==> config.mk <==
export PLATFORM = sky130hd
export DESIGN_NAME = pmic_supervisor_flat
export DESIGN_NICKNAME = d
export VERILOG_FILES = /design/src/pmic_pkg.sv /design/src/pmic_link_if.sv /design/src/pmic_supervisor.sv /design/src/flat_wrapper.sv
export VERILOG_INCLUDE_DIRS = /design/src
export SDC_FILE = /design/constraint.sdc
export NUM_CORES = 1
export LEC_CHECK = 0
export BUFFER_PORTS_ARGS = -buffer_cell sky130_fd_sc_hd__buf_2
export CAP_MARGIN = 25
export CORE_MARGIN = 8
export CORE_UTILIZATION = 55
export CTS_CLUSTER_DIAMETER = 120
export CTS_CLUSTER_SIZE = 16
export DETAILED_ROUTE_END_ITERATION = 10
export PLACE_DENSITY_LB_ADDON = 0.15
export SLEW_MARGIN = 0
export SYNTH_ARGS = -nofsm -noshare
export SYNTH_HDL_FRONTEND = slang
export SYNTH_SLANG_ARGS = --single-unit
==> constraint.sdc <==
create_clock -name i_clk -period 9.8 [get_ports i_clk]
set_input_delay 1.47 -clock i_clk [delete_from_list [all_inputs] [get_ports i_clk]]
set_output_delay 1.47 -clock i_clk [all_outputs]
set_load 0.01 [all_outputs]
==> src/pmic_defs.svh <==
// constants shared by the supervisor end and the controller end
// assumes a 100 MHz system clock on both ends
`ifndef PMIC_DEFS_SVH
`define PMIC_DEFS_SVH

// ----------------------------------------------------------------
// serial register map (7-bit addresses)
// ----------------------------------------------------------------
`define ADDR_ENABLE     7'h01
`define ADDR_UVLO_THR   7'h09
`define ADDR_INT_FLAGS  7'h0C
`define ADDR_INT_MASK   7'h0D
`define ADDR_PARK_TIME  7'h0E
`define ADDR_KEY        7'h10
`define ADDR_PROT_LO    7'h11
`define ADDR_PROT_HI    7'h27
`define ADDR_LAST       7'h7F

// ----------------------------------------------------------------
// field positions and values
// ----------------------------------------------------------------
`define EN_MIRROR_BIT   0
`define EN_LED_BIT      1
`define FLAG_HOT        0
`define FLAG_TSD        1
`define FLAG_BATLOW     2
`define FLAG_UVLO       3
`define FLAG_MIRFLT     4
`define FLAG_SIXV       5
`define FLAG_LEDOVP     6
`define FLAG_LSLOW      7
`define KEY_FIRST       8'hBA
`define KEY_SECOND      8'hBE
`define KEY_LOCKED      8'h00
`define KEY_UNLOCKED    8'h01
`define RST_ENABLE      8'h00
`define RST_MASK        8'hDF
`define RST_UVLO_THR    5'h00
`define RST_PARK_US     7'h64
`define RST_PROT        8'h00

// ----------------------------------------------------------------
// timing (clock 100 MHz)
// ----------------------------------------------------------------
`define CLK_MHZ         100
`define PARK_MAX_US     100
`define IRQ_REARM_NS    16000
`define IRQ_REARM_CYC   ((`IRQ_REARM_NS * `CLK_MHZ) / 1000)

// ----------------------------------------------------------------
// controller bus map (byte addresses), link clock half-period in cycles
// ----------------------------------------------------------------
`define HOST_CMD        8'h00
`define HOST_POWER      8'h04
`define HOST_STATUS     8'h08
`define HOST_DIV_HALF   8

`endif

==> src/pmic_pkg.sv <==
// types shared by both ends of the supervisor link
// assumes nothing beyond a SystemVerilog compiler
package pmic_pkg;
  typedef enum logic [1:0] {ST_OFF, ST_STANDBY, ST_ACTIVE, ST_PARK} pwr_state_t;
  typedef enum logic [1:0] {H_IDLE, H_LOW, H_HIGH, H_GAP} host_state_t;
endpackage

==> src/pmic_link_if.sv <==
// serial link, interrupt line and power-on pin between the two ends
// assumes open-drain lines with pull-ups, resolved here
`timescale 1ns/10ps
interface pmic_link_if;
  logic sclk;
  logic chip_select_n;
  logic mosi;
  logic miso_out;
  logic miso_oe;
  logic irq_oe;
  logic power_on_pin;
  logic miso;
  logic irq_n_line;

  // pull-up resolution of the shared wires
  assign miso       = miso_oe ? miso_out : 1'b1;
  assign irq_n_line = irq_oe ? 1'b0 : 1'b1;

  modport device (
    input  sclk, chip_select_n, mosi, power_on_pin,
    output miso_out, miso_oe, irq_oe
  );
  modport host (
    input  miso, irq_n_line,
    output sclk, chip_select_n, mosi, power_on_pin
  );
endinterface

==> src/pmic_supervisor.sv <==
// supervisor end: fault flags, interrupt line, serial register slave
// assumes comparator levels and link pins are asynchronous to i_clk
`timescale 1ns/10ps
`include "pmic_defs.svh"
module pmic_supervisor
  import pmic_pkg::*;
#(
  parameter int CYC_PER_US = `CLK_MHZ
)(
  input  wire logic       i_clk,
  input  wire logic       i_rst_n,
  input  wire logic       i_ce,
  input  wire logic       i_die_hot,
  input  wire logic       i_die_shutdown,
  input  wire logic       i_battery_low,
  input  wire logic       i_below_uvlo,
  input  wire logic       i_above_recovery,
  input  wire logic       i_mirror_reg_fault,
  input  wire logic       i_six_volt_fail,
  input  wire logic       i_led_overvoltage,
  input  wire logic       i_load_switch_low,
  output logic            o_mirror_rails_en,
  output logic            o_fast_discharge,
  output logic            o_led_en,
  output logic            o_standby,
  output logic      [4:0] o_uvlo_code,
  pmic_link_if.device     link
);
  logic [8:0]  cond_sy0;
  logic [8:0]  cond_s;
  logic [3:0]  pin_sy0;
  logic [3:0]  pin_s;
  logic        sclk_q;
  logic        off;
  logic        cs_act;
  logic        rise;
  logic        fall;
  logic [2:0]  bit_reg;
  logic [7:0]  rx_reg;
  logic [7:0]  tx_reg;
  logic [7:0]  snap_reg;
  logic        cmd_reg;
  logic        wr_mode_reg;
  logic [6:0]  addr_reg;
  logic [7:0]  rx_next;
  logic        byte_done;
  logic        wr_fire;
  logic        rd_fire;
  logic [7:0]  enable_reg;
  logic [7:0]  mask_reg;
  logic [7:0]  flags_reg;
  logic [4:0]  uvlo_thr_reg;
  logic [6:0]  park_us_reg;
  logic        unlocked_reg;
  logic        key_stage_reg;
  logic [7:0]  prot_reg [0:22];
  logic [10:0] rearm_reg;
  logic        irq_reg;
  pwr_state_t  state_reg;
  logic [13:0] park_reg;
  logic        uvlo_lock_reg;
  logic        ls_lock_reg;
  logic        flt_lock_reg;
  logic        discharge_reg;
  logic        hw_clear;
  logic        en_refused;
  logic [6:0]  park_lim;

  // register read mux, used for first and following bytes
  function automatic logic [7:0] read_reg(input logic [6:0] a);
    logic [6:0] idx;
    idx = a - `ADDR_PROT_LO;
    read_reg = 8'h00;
    if (a == `ADDR_ENABLE)    read_reg = enable_reg;
    if (a == `ADDR_UVLO_THR)  read_reg = {3'b000, uvlo_thr_reg};
    if (a == `ADDR_INT_FLAGS) read_reg = flags_reg;
    if (a == `ADDR_INT_MASK)  read_reg = mask_reg;
    if (a == `ADDR_PARK_TIME) read_reg = {1'b0, park_us_reg};
    if (a == `ADDR_KEY)       read_reg = unlocked_reg ? `KEY_UNLOCKED : `KEY_LOCKED;
    if (a >= `ADDR_PROT_LO && a <= `ADDR_PROT_HI) read_reg = prot_reg[idx[4:0]];
  endfunction

  // ----------------------------------------------------------------
  // input synchronisers
  // ----------------------------------------------------------------
  always_ff @(posedge i_clk or negedge i_rst_n)
  begin
    if (!i_rst_n)
    begin
      cond_sy0 <= 9'h000;
      cond_s   <= 9'h000;
      pin_sy0  <= 4'h2;
      pin_s    <= 4'h2;
      sclk_q   <= 1'b0;
    end
    else if (i_ce)
    begin
      cond_sy0 <= {i_above_recovery, i_load_switch_low, i_led_overvoltage,
                   i_six_volt_fail, i_mirror_reg_fault, i_below_uvlo,
                   i_battery_low, i_die_shutdown, i_die_hot};
      cond_s   <= cond_sy0;
      pin_sy0  <= {link.power_on_pin, link.mosi, link.chip_select_n, link.sclk};
      pin_s    <= pin_sy0;
      sclk_q   <= pin_s[0];
    end
  end

  assign off       = ~pin_s[3];
  assign cs_act    = ~pin_s[1] & ~off;
  assign rise      = cs_act & pin_s[0] & ~sclk_q;
  assign fall      = cs_act & ~pin_s[0] & sclk_q;
  assign rx_next   = {rx_reg[6:0], pin_s[2]};
  assign byte_done = rise & (bit_reg == 3'h7);
  assign wr_fire   = byte_done & cmd_reg & wr_mode_reg;
  assign rd_fire   = byte_done & cmd_reg & ~wr_mode_reg;

  // ----------------------------------------------------------------
  // serial slave
  // ----------------------------------------------------------------
  // shift in on rise, out on fall
  always_ff @(posedge i_clk or negedge i_rst_n)
  begin
    if (!i_rst_n)
    begin
      bit_reg     <= 3'h0;
      rx_reg      <= 8'h00;
      tx_reg      <= 8'h00;
      snap_reg    <= 8'h00;
      cmd_reg     <= 1'b0;
      wr_mode_reg <= 1'b0;
      addr_reg    <= 7'h00;
    end
    else if (i_ce)
    begin
      if (!cs_act)
      begin
        bit_reg <= 3'h0;
        cmd_reg <= 1'b0;
      end
      else if (rise)
      begin
        rx_reg  <= rx_next;
        bit_reg <= bit_reg + 3'h1;
        if (byte_done && !cmd_reg)
        begin
          cmd_reg     <= 1'b1;
          wr_mode_reg <= rx_next[7];
          addr_reg    <= rx_next[6:0];
          tx_reg      <= read_reg(rx_next[6:0]);
          snap_reg    <= read_reg(rx_next[6:0]);
        end
        else if (byte_done)
        begin
          addr_reg <= addr_reg + 7'h01;
          tx_reg   <= read_reg(addr_reg + 7'h01);
          snap_reg <= read_reg(addr_reg + 7'h01);
        end
      end
      else if (fall && bit_reg != 3'h0)
        tx_reg <= {tx_reg[6:0], 1'b0};
    end
  end

  assign link.miso_out = tx_reg[7];
  assign link.miso_oe  = cs_act & cmd_reg & ~wr_mode_reg;

  // ----------------------------------------------------------------
  // configuration registers and key
  // ----------------------------------------------------------------
  // hardware clear beats software
  assign hw_clear   = (state_reg == ST_ACTIVE)
                    & (cond_s[`FLAG_TSD] | cond_s[`FLAG_UVLO]
                    | cond_s[`FLAG_MIRFLT] | cond_s[`FLAG_LSLOW]);
  assign en_refused = uvlo_lock_reg | ls_lock_reg | flt_lock_reg | ~cond_s[8]
                    | cond_s[`FLAG_TSD];
  always_ff @(posedge i_clk or negedge i_rst_n)
  begin
    if (!i_rst_n)
    begin
      enable_reg    <= `RST_ENABLE;
      mask_reg      <= `RST_MASK;
      uvlo_thr_reg  <= `RST_UVLO_THR;
      park_us_reg   <= `RST_PARK_US;
      unlocked_reg  <= 1'b0;
      key_stage_reg <= 1'b0;
      for (int i = 0; i < 23; i++) prot_reg[i] <= `RST_PROT;
    end
    else if (i_ce)
    begin
      if (off)
      begin
        enable_reg    <= `RST_ENABLE;
        mask_reg      <= `RST_MASK;
        uvlo_thr_reg  <= `RST_UVLO_THR;
        park_us_reg   <= `RST_PARK_US;
        unlocked_reg  <= 1'b0;
        key_stage_reg <= 1'b0;
        for (int i = 0; i < 23; i++) prot_reg[i] <= `RST_PROT;
      end
      else
      begin
        if (wr_fire && addr_reg == `ADDR_ENABLE && !en_refused)
          enable_reg <= rx_next;
        else if (wr_fire && addr_reg == `ADDR_ENABLE)
          enable_reg <= rx_next & ~(8'h01 << `EN_MIRROR_BIT);
        if (hw_clear)
          enable_reg[`EN_MIRROR_BIT] <= 1'b0;
        if (wr_fire && addr_reg == `ADDR_INT_MASK)
          mask_reg <= rx_next;
        if (wr_fire && addr_reg == `ADDR_UVLO_THR)
          uvlo_thr_reg <= rx_next[4:0];
        if (wr_fire && addr_reg == `ADDR_PARK_TIME)
          park_us_reg <= rx_next[6:0];
        if (wr_fire && unlocked_reg && addr_reg >= `ADDR_PROT_LO
            && addr_reg <= `ADDR_PROT_HI)
          prot_reg[5'(addr_reg - `ADDR_PROT_LO)] <= rx_next;
        // key sequence, any other access breaks it
        if (wr_fire && addr_reg == `ADDR_KEY)
        begin
          key_stage_reg <= (rx_next == `KEY_FIRST);
          if (rx_next == `KEY_SECOND && key_stage_reg)
            unlocked_reg <= 1'b1;
          else if (rx_next != `KEY_FIRST)
            unlocked_reg <= 1'b0;
        end
        else if (wr_fire || rd_fire)
          key_stage_reg <= 1'b0;
      end
    end
  end

  // ----------------------------------------------------------------
  // flags and interrupt line
  // ----------------------------------------------------------------
  // conditions set flags
  // read clears reported bits, set wins
  always_ff @(posedge i_clk or negedge i_rst_n)
  begin
    if (!i_rst_n)
      flags_reg <= 8'h00;
    else if (i_ce)
    begin
      if (off)
        flags_reg <= 8'h00;
      else if (rd_fire && addr_reg == `ADDR_INT_FLAGS)
        flags_reg <= (flags_reg & ~snap_reg) | cond_s[7:0];
      else
        flags_reg <= flags_reg | cond_s[7:0];
    end
  end

  // release after read, re-drive only once the rearm count has run out
  always_ff @(posedge i_clk or negedge i_rst_n)
  begin
    if (!i_rst_n)
    begin
      rearm_reg <= 11'h000;
      irq_reg   <= 1'b0;
    end
    else if (i_ce)
    begin
      if (rd_fire && addr_reg == `ADDR_INT_FLAGS)
        rearm_reg <= 11'(`IRQ_REARM_CYC);
      else if (rearm_reg != 11'h000)
        rearm_reg <= rearm_reg - 11'h001;
      irq_reg <= ~off & (|(flags_reg & ~mask_reg)) & (rearm_reg == 11'h000)
               & ~(rd_fire && addr_reg == `ADDR_INT_FLAGS);
    end
  end
  assign link.irq_oe = irq_reg;

  // ----------------------------------------------------------------
  // power state and protection
  // ----------------------------------------------------------------
  // park time limited to the maximum
  assign park_lim = (park_us_reg > 7'(`PARK_MAX_US)) ? 7'(`PARK_MAX_US) : park_us_reg;
  always_ff @(posedge i_clk or negedge i_rst_n)
  begin
    if (!i_rst_n)
    begin
      state_reg     <= ST_OFF;
      park_reg      <= 14'h0000;
      uvlo_lock_reg <= 1'b0;
      ls_lock_reg   <= 1'b0;
      flt_lock_reg  <= 1'b0;
      discharge_reg <= 1'b0;
    end
    else if (i_ce)
    begin
      if (off)
      begin
        state_reg     <= ST_OFF;
        uvlo_lock_reg <= 1'b0;
        ls_lock_reg   <= 1'b0;
        flt_lock_reg  <= 1'b0;
        discharge_reg <= 1'b0;
      end
      else
      begin
        unique case (state_reg)
          ST_OFF:
            state_reg <= ST_STANDBY;
          ST_STANDBY:
            if (enable_reg[`EN_MIRROR_BIT])
            begin
              state_reg     <= ST_ACTIVE;
              discharge_reg <= 1'b0;
            end
          ST_ACTIVE:
            if (cond_s[`FLAG_LSLOW])
            begin
              ls_lock_reg   <= 1'b1;
              discharge_reg <= 1'b1;
              state_reg     <= ST_STANDBY;
            end
            else if (cond_s[`FLAG_UVLO])
            begin
              uvlo_lock_reg <= 1'b1;
              park_reg      <= 14'(park_lim * CYC_PER_US);
              state_reg     <= ST_PARK;
            end
            else if (cond_s[`FLAG_MIRFLT])
            begin
              flt_lock_reg <= ~mask_reg[`FLAG_MIRFLT];
              state_reg    <= ST_STANDBY;
            end
            else if (cond_s[`FLAG_TSD] || !enable_reg[`EN_MIRROR_BIT])
              state_reg <= ST_STANDBY;
          ST_PARK:
            if (cond_s[`FLAG_LSLOW] || park_reg == 14'h0000)
            begin
              discharge_reg <= 1'b1;
              ls_lock_reg   <= ls_lock_reg | cond_s[`FLAG_LSLOW];
              state_reg     <= ST_STANDBY;
            end
            else
              park_reg <= park_reg - 14'h0001;
        endcase
      end
    end
  end

  // rails held through parking, dropped after
  assign o_mirror_rails_en = (state_reg == ST_ACTIVE) | (state_reg == ST_PARK);
  assign o_fast_discharge  = discharge_reg;
  // led only while active: off in parking, with mirror rails, or on six-volt fail
  assign o_led_en          = (state_reg == ST_ACTIVE) & enable_reg[`EN_LED_BIT]
                           & ~cond_s[`FLAG_SIXV];
  assign o_standby         = (state_reg == ST_STANDBY);
  assign o_uvlo_code       = uvlo_thr_reg;
endmodule

==> src/flat_wrapper.sv <==
// flat-port wrapper written by rule: the top's interface ports become plain ports
module pmic_supervisor_flat import pmic_pkg::*;
#(
  parameter int CYC_PER_US = `CLK_MHZ
)
  (i_clk, i_rst_n, i_ce, i_die_hot, i_die_shutdown, i_battery_low, i_below_uvlo, i_above_recovery, i_mirror_reg_fault, i_six_volt_fail, i_led_overvoltage, i_load_switch_low, o_mirror_rails_en, o_fast_discharge, o_led_en, o_standby, o_uvlo_code, link_sclk, link_chip_select_n, link_mosi, link_power_on_pin, link_miso_out, link_miso_oe, link_irq_oe);
  pmic_link_if link_i ();
  input  wire logic i_clk;
  input  wire logic i_rst_n;
  input  wire logic i_ce;
  input  wire logic i_die_hot;
  input  wire logic i_die_shutdown;
  input  wire logic i_battery_low;
  input  wire logic i_below_uvlo;
  input  wire logic i_above_recovery;
  input  wire logic i_mirror_reg_fault;
  input  wire logic i_six_volt_fail;
  input  wire logic i_led_overvoltage;
  input  wire logic i_load_switch_low;
  output logic o_mirror_rails_en;
  output logic o_fast_discharge;
  output logic o_led_en;
  output logic o_standby;
  output logic      [4:0] o_uvlo_code;
  input wire logic [$bits(link_i.sclk)-1:0] link_sclk;
  input wire logic [$bits(link_i.chip_select_n)-1:0] link_chip_select_n;
  input wire logic [$bits(link_i.mosi)-1:0] link_mosi;
  input wire logic [$bits(link_i.power_on_pin)-1:0] link_power_on_pin;
  output wire logic [$bits(link_i.miso_out)-1:0] link_miso_out;
  output wire logic [$bits(link_i.miso_oe)-1:0] link_miso_oe;
  output wire logic [$bits(link_i.irq_oe)-1:0] link_irq_oe;
  assign link_i.sclk = link_sclk;
  assign link_i.chip_select_n = link_chip_select_n;
  assign link_i.mosi = link_mosi;
  assign link_i.power_on_pin = link_power_on_pin;
  assign link_miso_out = link_i.miso_out;
  assign link_miso_oe = link_i.miso_oe;
  assign link_irq_oe = link_i.irq_oe;
  pmic_supervisor #(.CYC_PER_US(CYC_PER_US)) u_core (.i_clk(i_clk), .i_rst_n(i_rst_n), .i_ce(i_ce), .i_die_hot(i_die_hot), .i_die_shutdown(i_die_shutdown), .i_battery_low(i_battery_low), .i_below_uvlo(i_below_uvlo), .i_above_recovery(i_above_recovery), .i_mirror_reg_fault(i_mirror_reg_fault), .i_six_volt_fail(i_six_volt_fail), .i_led_overvoltage(i_led_overvoltage), .i_load_switch_low(i_load_switch_low), .o_mirror_rails_en(o_mirror_rails_en), .o_fast_discharge(o_fast_discharge), .o_led_en(o_led_en), .o_standby(o_standby), .o_uvlo_code(o_uvlo_code), .link(link_i));
endmodule
==> results of run 1 <==
routing by layer:
layer	GRT usage [%]	vias up	routed length, um
met3	4.98	164	4830
met1	38.6	8294	25000
met5	0	-	0
li1	-	7514	-
met2	44.0	771	27400
met4	12.2	0	2960
cells by family (layout without fill, tap and decap cells):
group / count (synthesis) / in the layout
buffers and inverters: 357 / 289
AO/OA/AOI/OAI: 565 / 565
AND/OR/NAND/NOR: 533 / 533
multiplexers: 264 / 264
flip-flops: 316 / 316
other: 0 / 1
XOR/XNOR: 18 / 18
adder cells (fa/ha/maj): 45 / 45
cell usage after synthesis, types with 9 or more instances:
| cell type | n | area [sq um] |
|---|---|---|
| inv_1 | 194 | 728 |
| o21ai_0 | 130 | 651 |
| a211oi_1 | 13 | 97.6 |
| mux4_2 | 63 | 1420 |
| nor2_4 | 10 | 113 |
| clkbuf_1 | 102 | 383 |
| buf_1 | 24 | 90.1 |
| nor2b_1 | 19 | 119 |
| a32oi_1 | 15 | 131 |
| nor4_1 | 12 | 75.1 |
| dfrtp_1 | 304 | 7610 |
| o21ai_1 | 17 | 85.1 |
| nand4_1 | 25 | 156 |
| nand3_1 | 107 | 536 |
| a21oi_1 | 98 | 490 |
| mux2i_1 | 164 | 1640 |
| buf_2 | 24 | 120 |
| a31oi_1 | 14 | 87.6 |
| nand2_1 | 159 | 597 |
| xnor2_1 | 12 | 105 |
| o22ai_1 | 157 | 982 |
| and2_1 | 13 | 81.3 |
| nand3b_1 | 10 | 75.1 |
| dfstp_2 | 12 | 315 |
| a22oi_1 | 11 | 82.6 |
| o211ai_1 | 27 | 203 |
| nor2_1 | 84 | 315 |
| mux2_2 | 37 | 417 |
| nor3_1 | 21 | 105 |
| buf_4 | 9 | 67.6 |
| ha_1 | 43 | 538 |
cell type report:
class	count	area [sq um]
Fill cell	3054	14700
Timing Repair Buffer	61	443
Clock buffer	31	606
Antenna cell	1	2.50
Inverter	196	738
Tap cell	461	577
Sequential cell	316	7930
Clock inverter	1	30.0
Multi-Input combinational cell	1425	10600
worst paths after layout:
kind | startpoint | endpoint | slack [ns] | cells after the start
setup / recovery | u_core.addr_reg[0] | u_core.snap_reg[6] | 5.13 | 12
hold / removal | u_core.pin_sy0[2] | u_core.pin_s[2] | 0.49 | 2
setup reg to reg | u_core.addr_reg[0] | u_core.snap_reg[6] | 5.13 | 12
hold reg to reg | u_core.pin_sy0[2] | u_core.pin_s[2] | 0.49 | 2
max in group asynchronous | i_rst_n | u_core.prot_reg[67] | 7.39 | 2
min in group asynchronous | i_rst_n | u_core.pin_sy0[3] | 0.95 | 1
critical path, delay by kind of cell (launching register included):
| kind | cells | cell delay [ns] |
|---|---|---|
| mux | 2 | 0.76 |
| compound gates | 4 | 0.72 |
| fa+ha+maj | 1 | 0.52 |
| flops | 1 | 0.71 |
| buf+inv | 3 | 1.31 |
| simple gates | 2 | 0.48 |
metrics by stage:
stage	total power, mW	worst slack (ns)	hold slack [ns]	utilization [%]	area (sq um)
global placement	2.06	5.36	0.461	56.8	20200
finish	3.00	5.13	0.487	58.7	20900
CTS	2.99	5.22	0.490	58.6	20900
floorplan	1.84	6.19	0.449	-	19900
global route	3.10	5.03	0.504	58.7	20900
detailed placement	2.07	5.25	0.473	56.8	20200
where the power goes:
part | switching (mW) | total, mW | leakage [nW] | internal, mW
Sequential | 0.0594 | 1.41 | 4.26 | 1.35
Combinational | 0.457 | 0.654 | 3.47 | 0.197
Clock | 0.476 | 0.931 | 0.307 | 0.455
Total | 0.992 | 3.00 | 8.04 | 2.00
==> out/results.txt, run 1 <==
Rel. slew slack = 28.9%
Synth Area in Adders = 2.91%
Vias/cell = 6.72
Worst setup SP type = flop
VDD IR-drop max = 188 uV
syn nets = 2159
Port Buffers = 27
synth-to-layout area growth = 5.17%
Final min period = 4.67 ns
CTS tree = done
# DRC = 0
Compound-Gate Fraction of Synth Area = 18.0%
Mapped Area = 0.0199 sq mm
RSZ-0062 raised after global routing = false
CTS hold repair buffers = 0
antenna viol nets, final = 0
capturing element type of the critical path = flop
#FFs+latches synth = 316
Final Setup Violations = 0
Post-synth EDFFs = 0
Post-Synth XOR/XNOR Area = 0.794%
post-synthesis mux area share = 17.5%
Fmax = 0.214 GHz
sum of negative setup slack = 0 ns
Post-Place Cells = 2458
outcome = finished clean
count of pins over their slew limit = 0
average cell area after synthesis = 9.47 sq um
fin crit share = 47.6%
Slowest cell on crit path = dfrtp_2
Hold Vio Cnt, Final = 0
global-route wire length before repair = 94700 um
vias = 16700
Layout Nets = 2084
worst path arrival time = 5.15 ns
row cnt = 69
H-tree depth = 1
drt total wl = 60200 um
Die X = 206 um
Critical Path Fanout Max = 57
hpwl dp = 39900 um
Worst path most repeated cell = buf_4
largest net degree at the start of global routing = 104
DR iter-0 viols = 1560
max FFs per register = 184
Post-synth ARST share = 100%
wire length per cell = 24.2 um
gr ovfl total = 0
worst slew pin tran = 1.05 ns
worst min-delay path class = flop to flop
simple-gate area share of the yosys netlist = 13.8%
CP cell instances = buf_4 -> clkinv_1 -> ha_1 -> or2_2 -> buf_4 -> mux2i_1 -> mux4_2 -> a2bb2oi_1 -> nor2_1 -> o31a_1 -> o21ai_1 -> o21ai_0
Longest Clk Path Bufs = 3
max incr delay on CP = 0.71 ns
vias in the first global route = 15900
Cell variety after synth = 93
Clock Skew = 0.0280 ns
die area = 0.0424 sq mm
Final Non-Filler Cells = 2492
Req. time, crit path = 10.28 ns
Synth Instances = 2098
maxcap violations = 0
critical path class = flop to flop
Num CTS Buffers = 23
register area share after synthesis = 39.9%
CTS Sinks = 316
Yosys Warn Count = 0
main combinational cell family by area after synthesis = compound AO/OA/AOI/OAI gates
initial core utilization = 55.8%
later-pin clock latency in the skew report = 0.56 ns
Worst-path clk slew = 0.09 ns
DR pass1 iterations = 6
Core Region = 0.0356 sq mm
Pleak = 8.04 nW
Total GRT Usage = 28.3%
io pins = 28
post-CTS setup buffers = 0
share of cells above drive strength 1 = 12.5%
top_reg_cell synth = dfrtp_1
gp weighted congestion = 0.988
power per cell area = 143 mW/mm^2
CTS root buffer = clkbuf_16
Die Y = 206 um
Resize count post-CTS = 0
most common cell after layout, fill and taps aside = dfrtp_1
most frequent cells in the layout = dfrtp_1 (302), inv_1 (193), mux2i_1 (164)
initial antenna violation count = 0
No activity file was read; power rests on OpenSTA's default activity.
==> run 2: changes to the inputs <==
Clock period 9.8 ns to 4.66 ns, I/O delays scaled along.
==> out/results.txt, run 2 (synthesis results as in run 1) <==
global-route wire length before repair = 97100 um (was 94700 um)
most frequent cells in the layout = dfrtp_1 (302), inv_1 (193), mux2i_1 (164) (unchanged)
max FFs per register = 184 (unchanged)
Fmax = 0.260 GHz (was 0.214 GHz)
die area = 0.0424 sq mm (unchanged)
gp weighted congestion = 0.994 (was 0.988)
H-tree depth = 1 (unchanged)
Layout Nets = 2096 (was 2084)
Final Setup Violations = 0 (unchanged)
vias = 16800 (was 16700)
most common cell after layout, fill and taps aside = dfrtp_1 (unchanged)
capturing element type of the critical path = flop (unchanged)
Worst-path clk slew = 0.08 ns (was 0.09 ns)
Layout Utilization = 59.1% (was 58.7%)
DR iter-0 viols = 1695 (was 1560)
Final min period = 3.84 ns (was 4.67 ns)
Port Buffers = 27 (unchanged)
drt total wl = 61300 um (was 60200 um)
end of the critical path = u_core.park_reg[12] (was u_core.snap_reg[6])
wire length per cell = 24.5 um (was 24.2 um)
Longest Clk Path Bufs = 3 (unchanged)
share of cells above drive strength 1 = 13.0% (was 12.5%)
vias in the first global route = 16500 (was 15900)
Reg power frac = 46.8% (was 47.1%)
Total GRT Usage = 29.0% (was 28.3%)
Psw = 2.11 mW (was 0.992 mW)
sum of negative setup slack = 0 ns (unchanged)
CTS root buffer = clkbuf_16 (unchanged)
largest net degree at the start of global routing = 114 (was 104)
reg-to-reg critical path endpoint = u_core.park_reg[12] (was u_core.snap_reg[6])
R2R cell count = 17 (was 12)
io pins = 28 (unchanged)
antenna viol nets, final = 0 (unchanged)
combinational share of power = 22.3% (was 21.8%)
post-CTS setup buffers = 0 (unchanged)
gr ovfl total = 0 (unchanged)
worst min-delay path class = primary input to async pin (was flop to flop)
initial core utilization = 55.8% (unchanged)
PnR worst setup slack = 0.817 ns (was 5.13 ns)
power per cell area = 302 mW/mm^2 (was 143 mW/mm^2)
Worst setup SP type = flop (unchanged)
internal power = 4.24 mW (was 2.00 mW)
critical path class = flop to flop (unchanged)
Pleak = 8.11 nW (was 8.04 nW)
pre-CTS setup slack = 0.831 ns (was 5.25 ns)
Num CTS Buffers = 23 (unchanged)
synth-to-layout area growth = 5.88% (was 5.17%)
Req. time, crit path = 5.11 ns (was 10.28 ns)
Die Y = 206 um (unchanged)
worst slew pin tran = 1.09 ns (was 1.05 ns)
fin crit share = 82.5% (was 47.6%)
Hold Vio Cnt, Final = 0 (unchanged)
CTS Sinks = 316 (unchanged)
row cnt = 69 (unchanged)
maxcap violations = 0 (unchanged)
Core Region = 0.0356 sq mm (unchanged)
Resize count post-CTS = 0 (unchanged)
outcome = finished clean (unchanged)
later-pin clock latency in the skew report = 0.56 ns (about the same)
hpwl dp = 41300 um (was 39900 um)
# DRC = 0 (unchanged)
worst path arrival time = 4.30 ns (was 5.15 ns)
FF-to-FF Start = u_core.park_us_reg[1] (was u_core.addr_reg[0])
Setup crit start = u_core.park_us_reg[1] (was u_core.addr_reg[0])
total power = 6.35 mW (was 3.00 mW)
Clock Skew = 0.0293 ns (was 0.0280 ns)
initial antenna violation count = 1 (was 0)
ANT cells = 0 (was 1)
DR pass1 iterations = 6 (unchanged)
CTS hold repair buffers = 0 (unchanged)
reg2reg setup slack = 0.82 ns (was 5.13 ns)
CTS tree = done (unchanged)
clock share of power = 30.9% (was 31.1%)
Rel. slew slack = 26.3% (was 28.9%)
VDD IR-drop max = 384 uV (was 188 uV)
Critical Path Fanout Max = 6 (was 57)
Vias/cell = 6.70 (was 6.72)
switch share = 33.2% (was 33.1%)
RSZ-0062 raised after global routing = false (unchanged)
Die X = 206 um (unchanged)
count of pins over their slew limit = 0 (unchanged)
==> run 2: cell count changes in the layout (fill, tap and decap cells not counted) <==
cell             previous run  this run
buf_16                      1         2
clkbuf_1                    8         9
buf_4                      31        39
clkdlybuf4s15_2             1         0
buf_12                      1         4
buf_1                       0         1
diode_2                     1         0
==> run 2: power by group through the flow <==
stage          registers [mW]  logic [mW]  clock network (mW)
4_1_cts                  2.97        1.39                2.00
3_5_place_dp             3.02        1.39                   0
3_3_place_gp             3.02        1.36                   0
6_report                 2.97        1.42                1.96
5_1_grt                  2.98        1.50                2.09
2_1_floorplan            2.96       0.923                   0
==> run 2: through the flow <==
stage	hold WS [ns]	cell area [sq um]	instances
finish	0.204	21000	2504
global route	0.270	21000	2504
CTS	0.255	21000	2504
detailed placement	0.466	20400	2471
global placement	0.460	20300	2468
floorplan	0.403	19900	2098
==> run 2: final cells by class <==
cell class / instances / area [sq um]
fillers: 3099 / 14500
clock buffers: 32 / 609
repair buffers: 73 / 583
inverters: 196 / 738
flip-flops and latches: 316 / 7930
multi-input cells: 1425 / 10600
well taps: 461 / 577
clock inverters: 1 / 30.0
==> run 2: worst min-delay path by stage <==
stage | from | endpoint | slack, ns | depth (start not counted)
after floorplan | i_rst_n | u_core.addr_reg[0] | 0.40 | 0
after global placement | u_core.o_fast_discharge | u_core.o_fast_discharge | 0.46 | 2
after detailed placement | u_core.o_fast_discharge | u_core.o_fast_discharge | 0.47 | 2
after CTS | i_rst_n | u_core.rearm_reg[4] | 0.26 | 1
after global routing | i_rst_n | u_core.rearm_reg[4] | 0.27 | 1
final | i_rst_n | u_core.rearm_reg[4] | 0.20 | 1
==> run 2: routing by layer <==
metal,vias up,part of all wire [%],global-route usage (%),routed length [um]
li1,7521,-,-,-
met1,8367,42,39.1,25500
met2,708,46,46.3,28300
met3,186,7.1,4.22,4340
met4,2,5.1,12.8,3140
met5,-,0.021,0,13
==> run 2: worst max-delay path, stage by stage, from the launching register on <==
cell      delay, ns
dfrtp_1        0.45
o21ai_0        0.17
a21oi_1        0.12
or2_2          0.32
ha_1           0.28
ha_1           0.29
inv_1          0.05
fa_1           0.50
inv_1          0.04
ha_1           0.32
nor2b_1        0.15
o21a_1         0.17
o21ai_0        0.20
nand2b_1       0.08
a21oi_1        0.17
xor2_1         0.16
a21oi_1        0.08
o22a_1         0.20
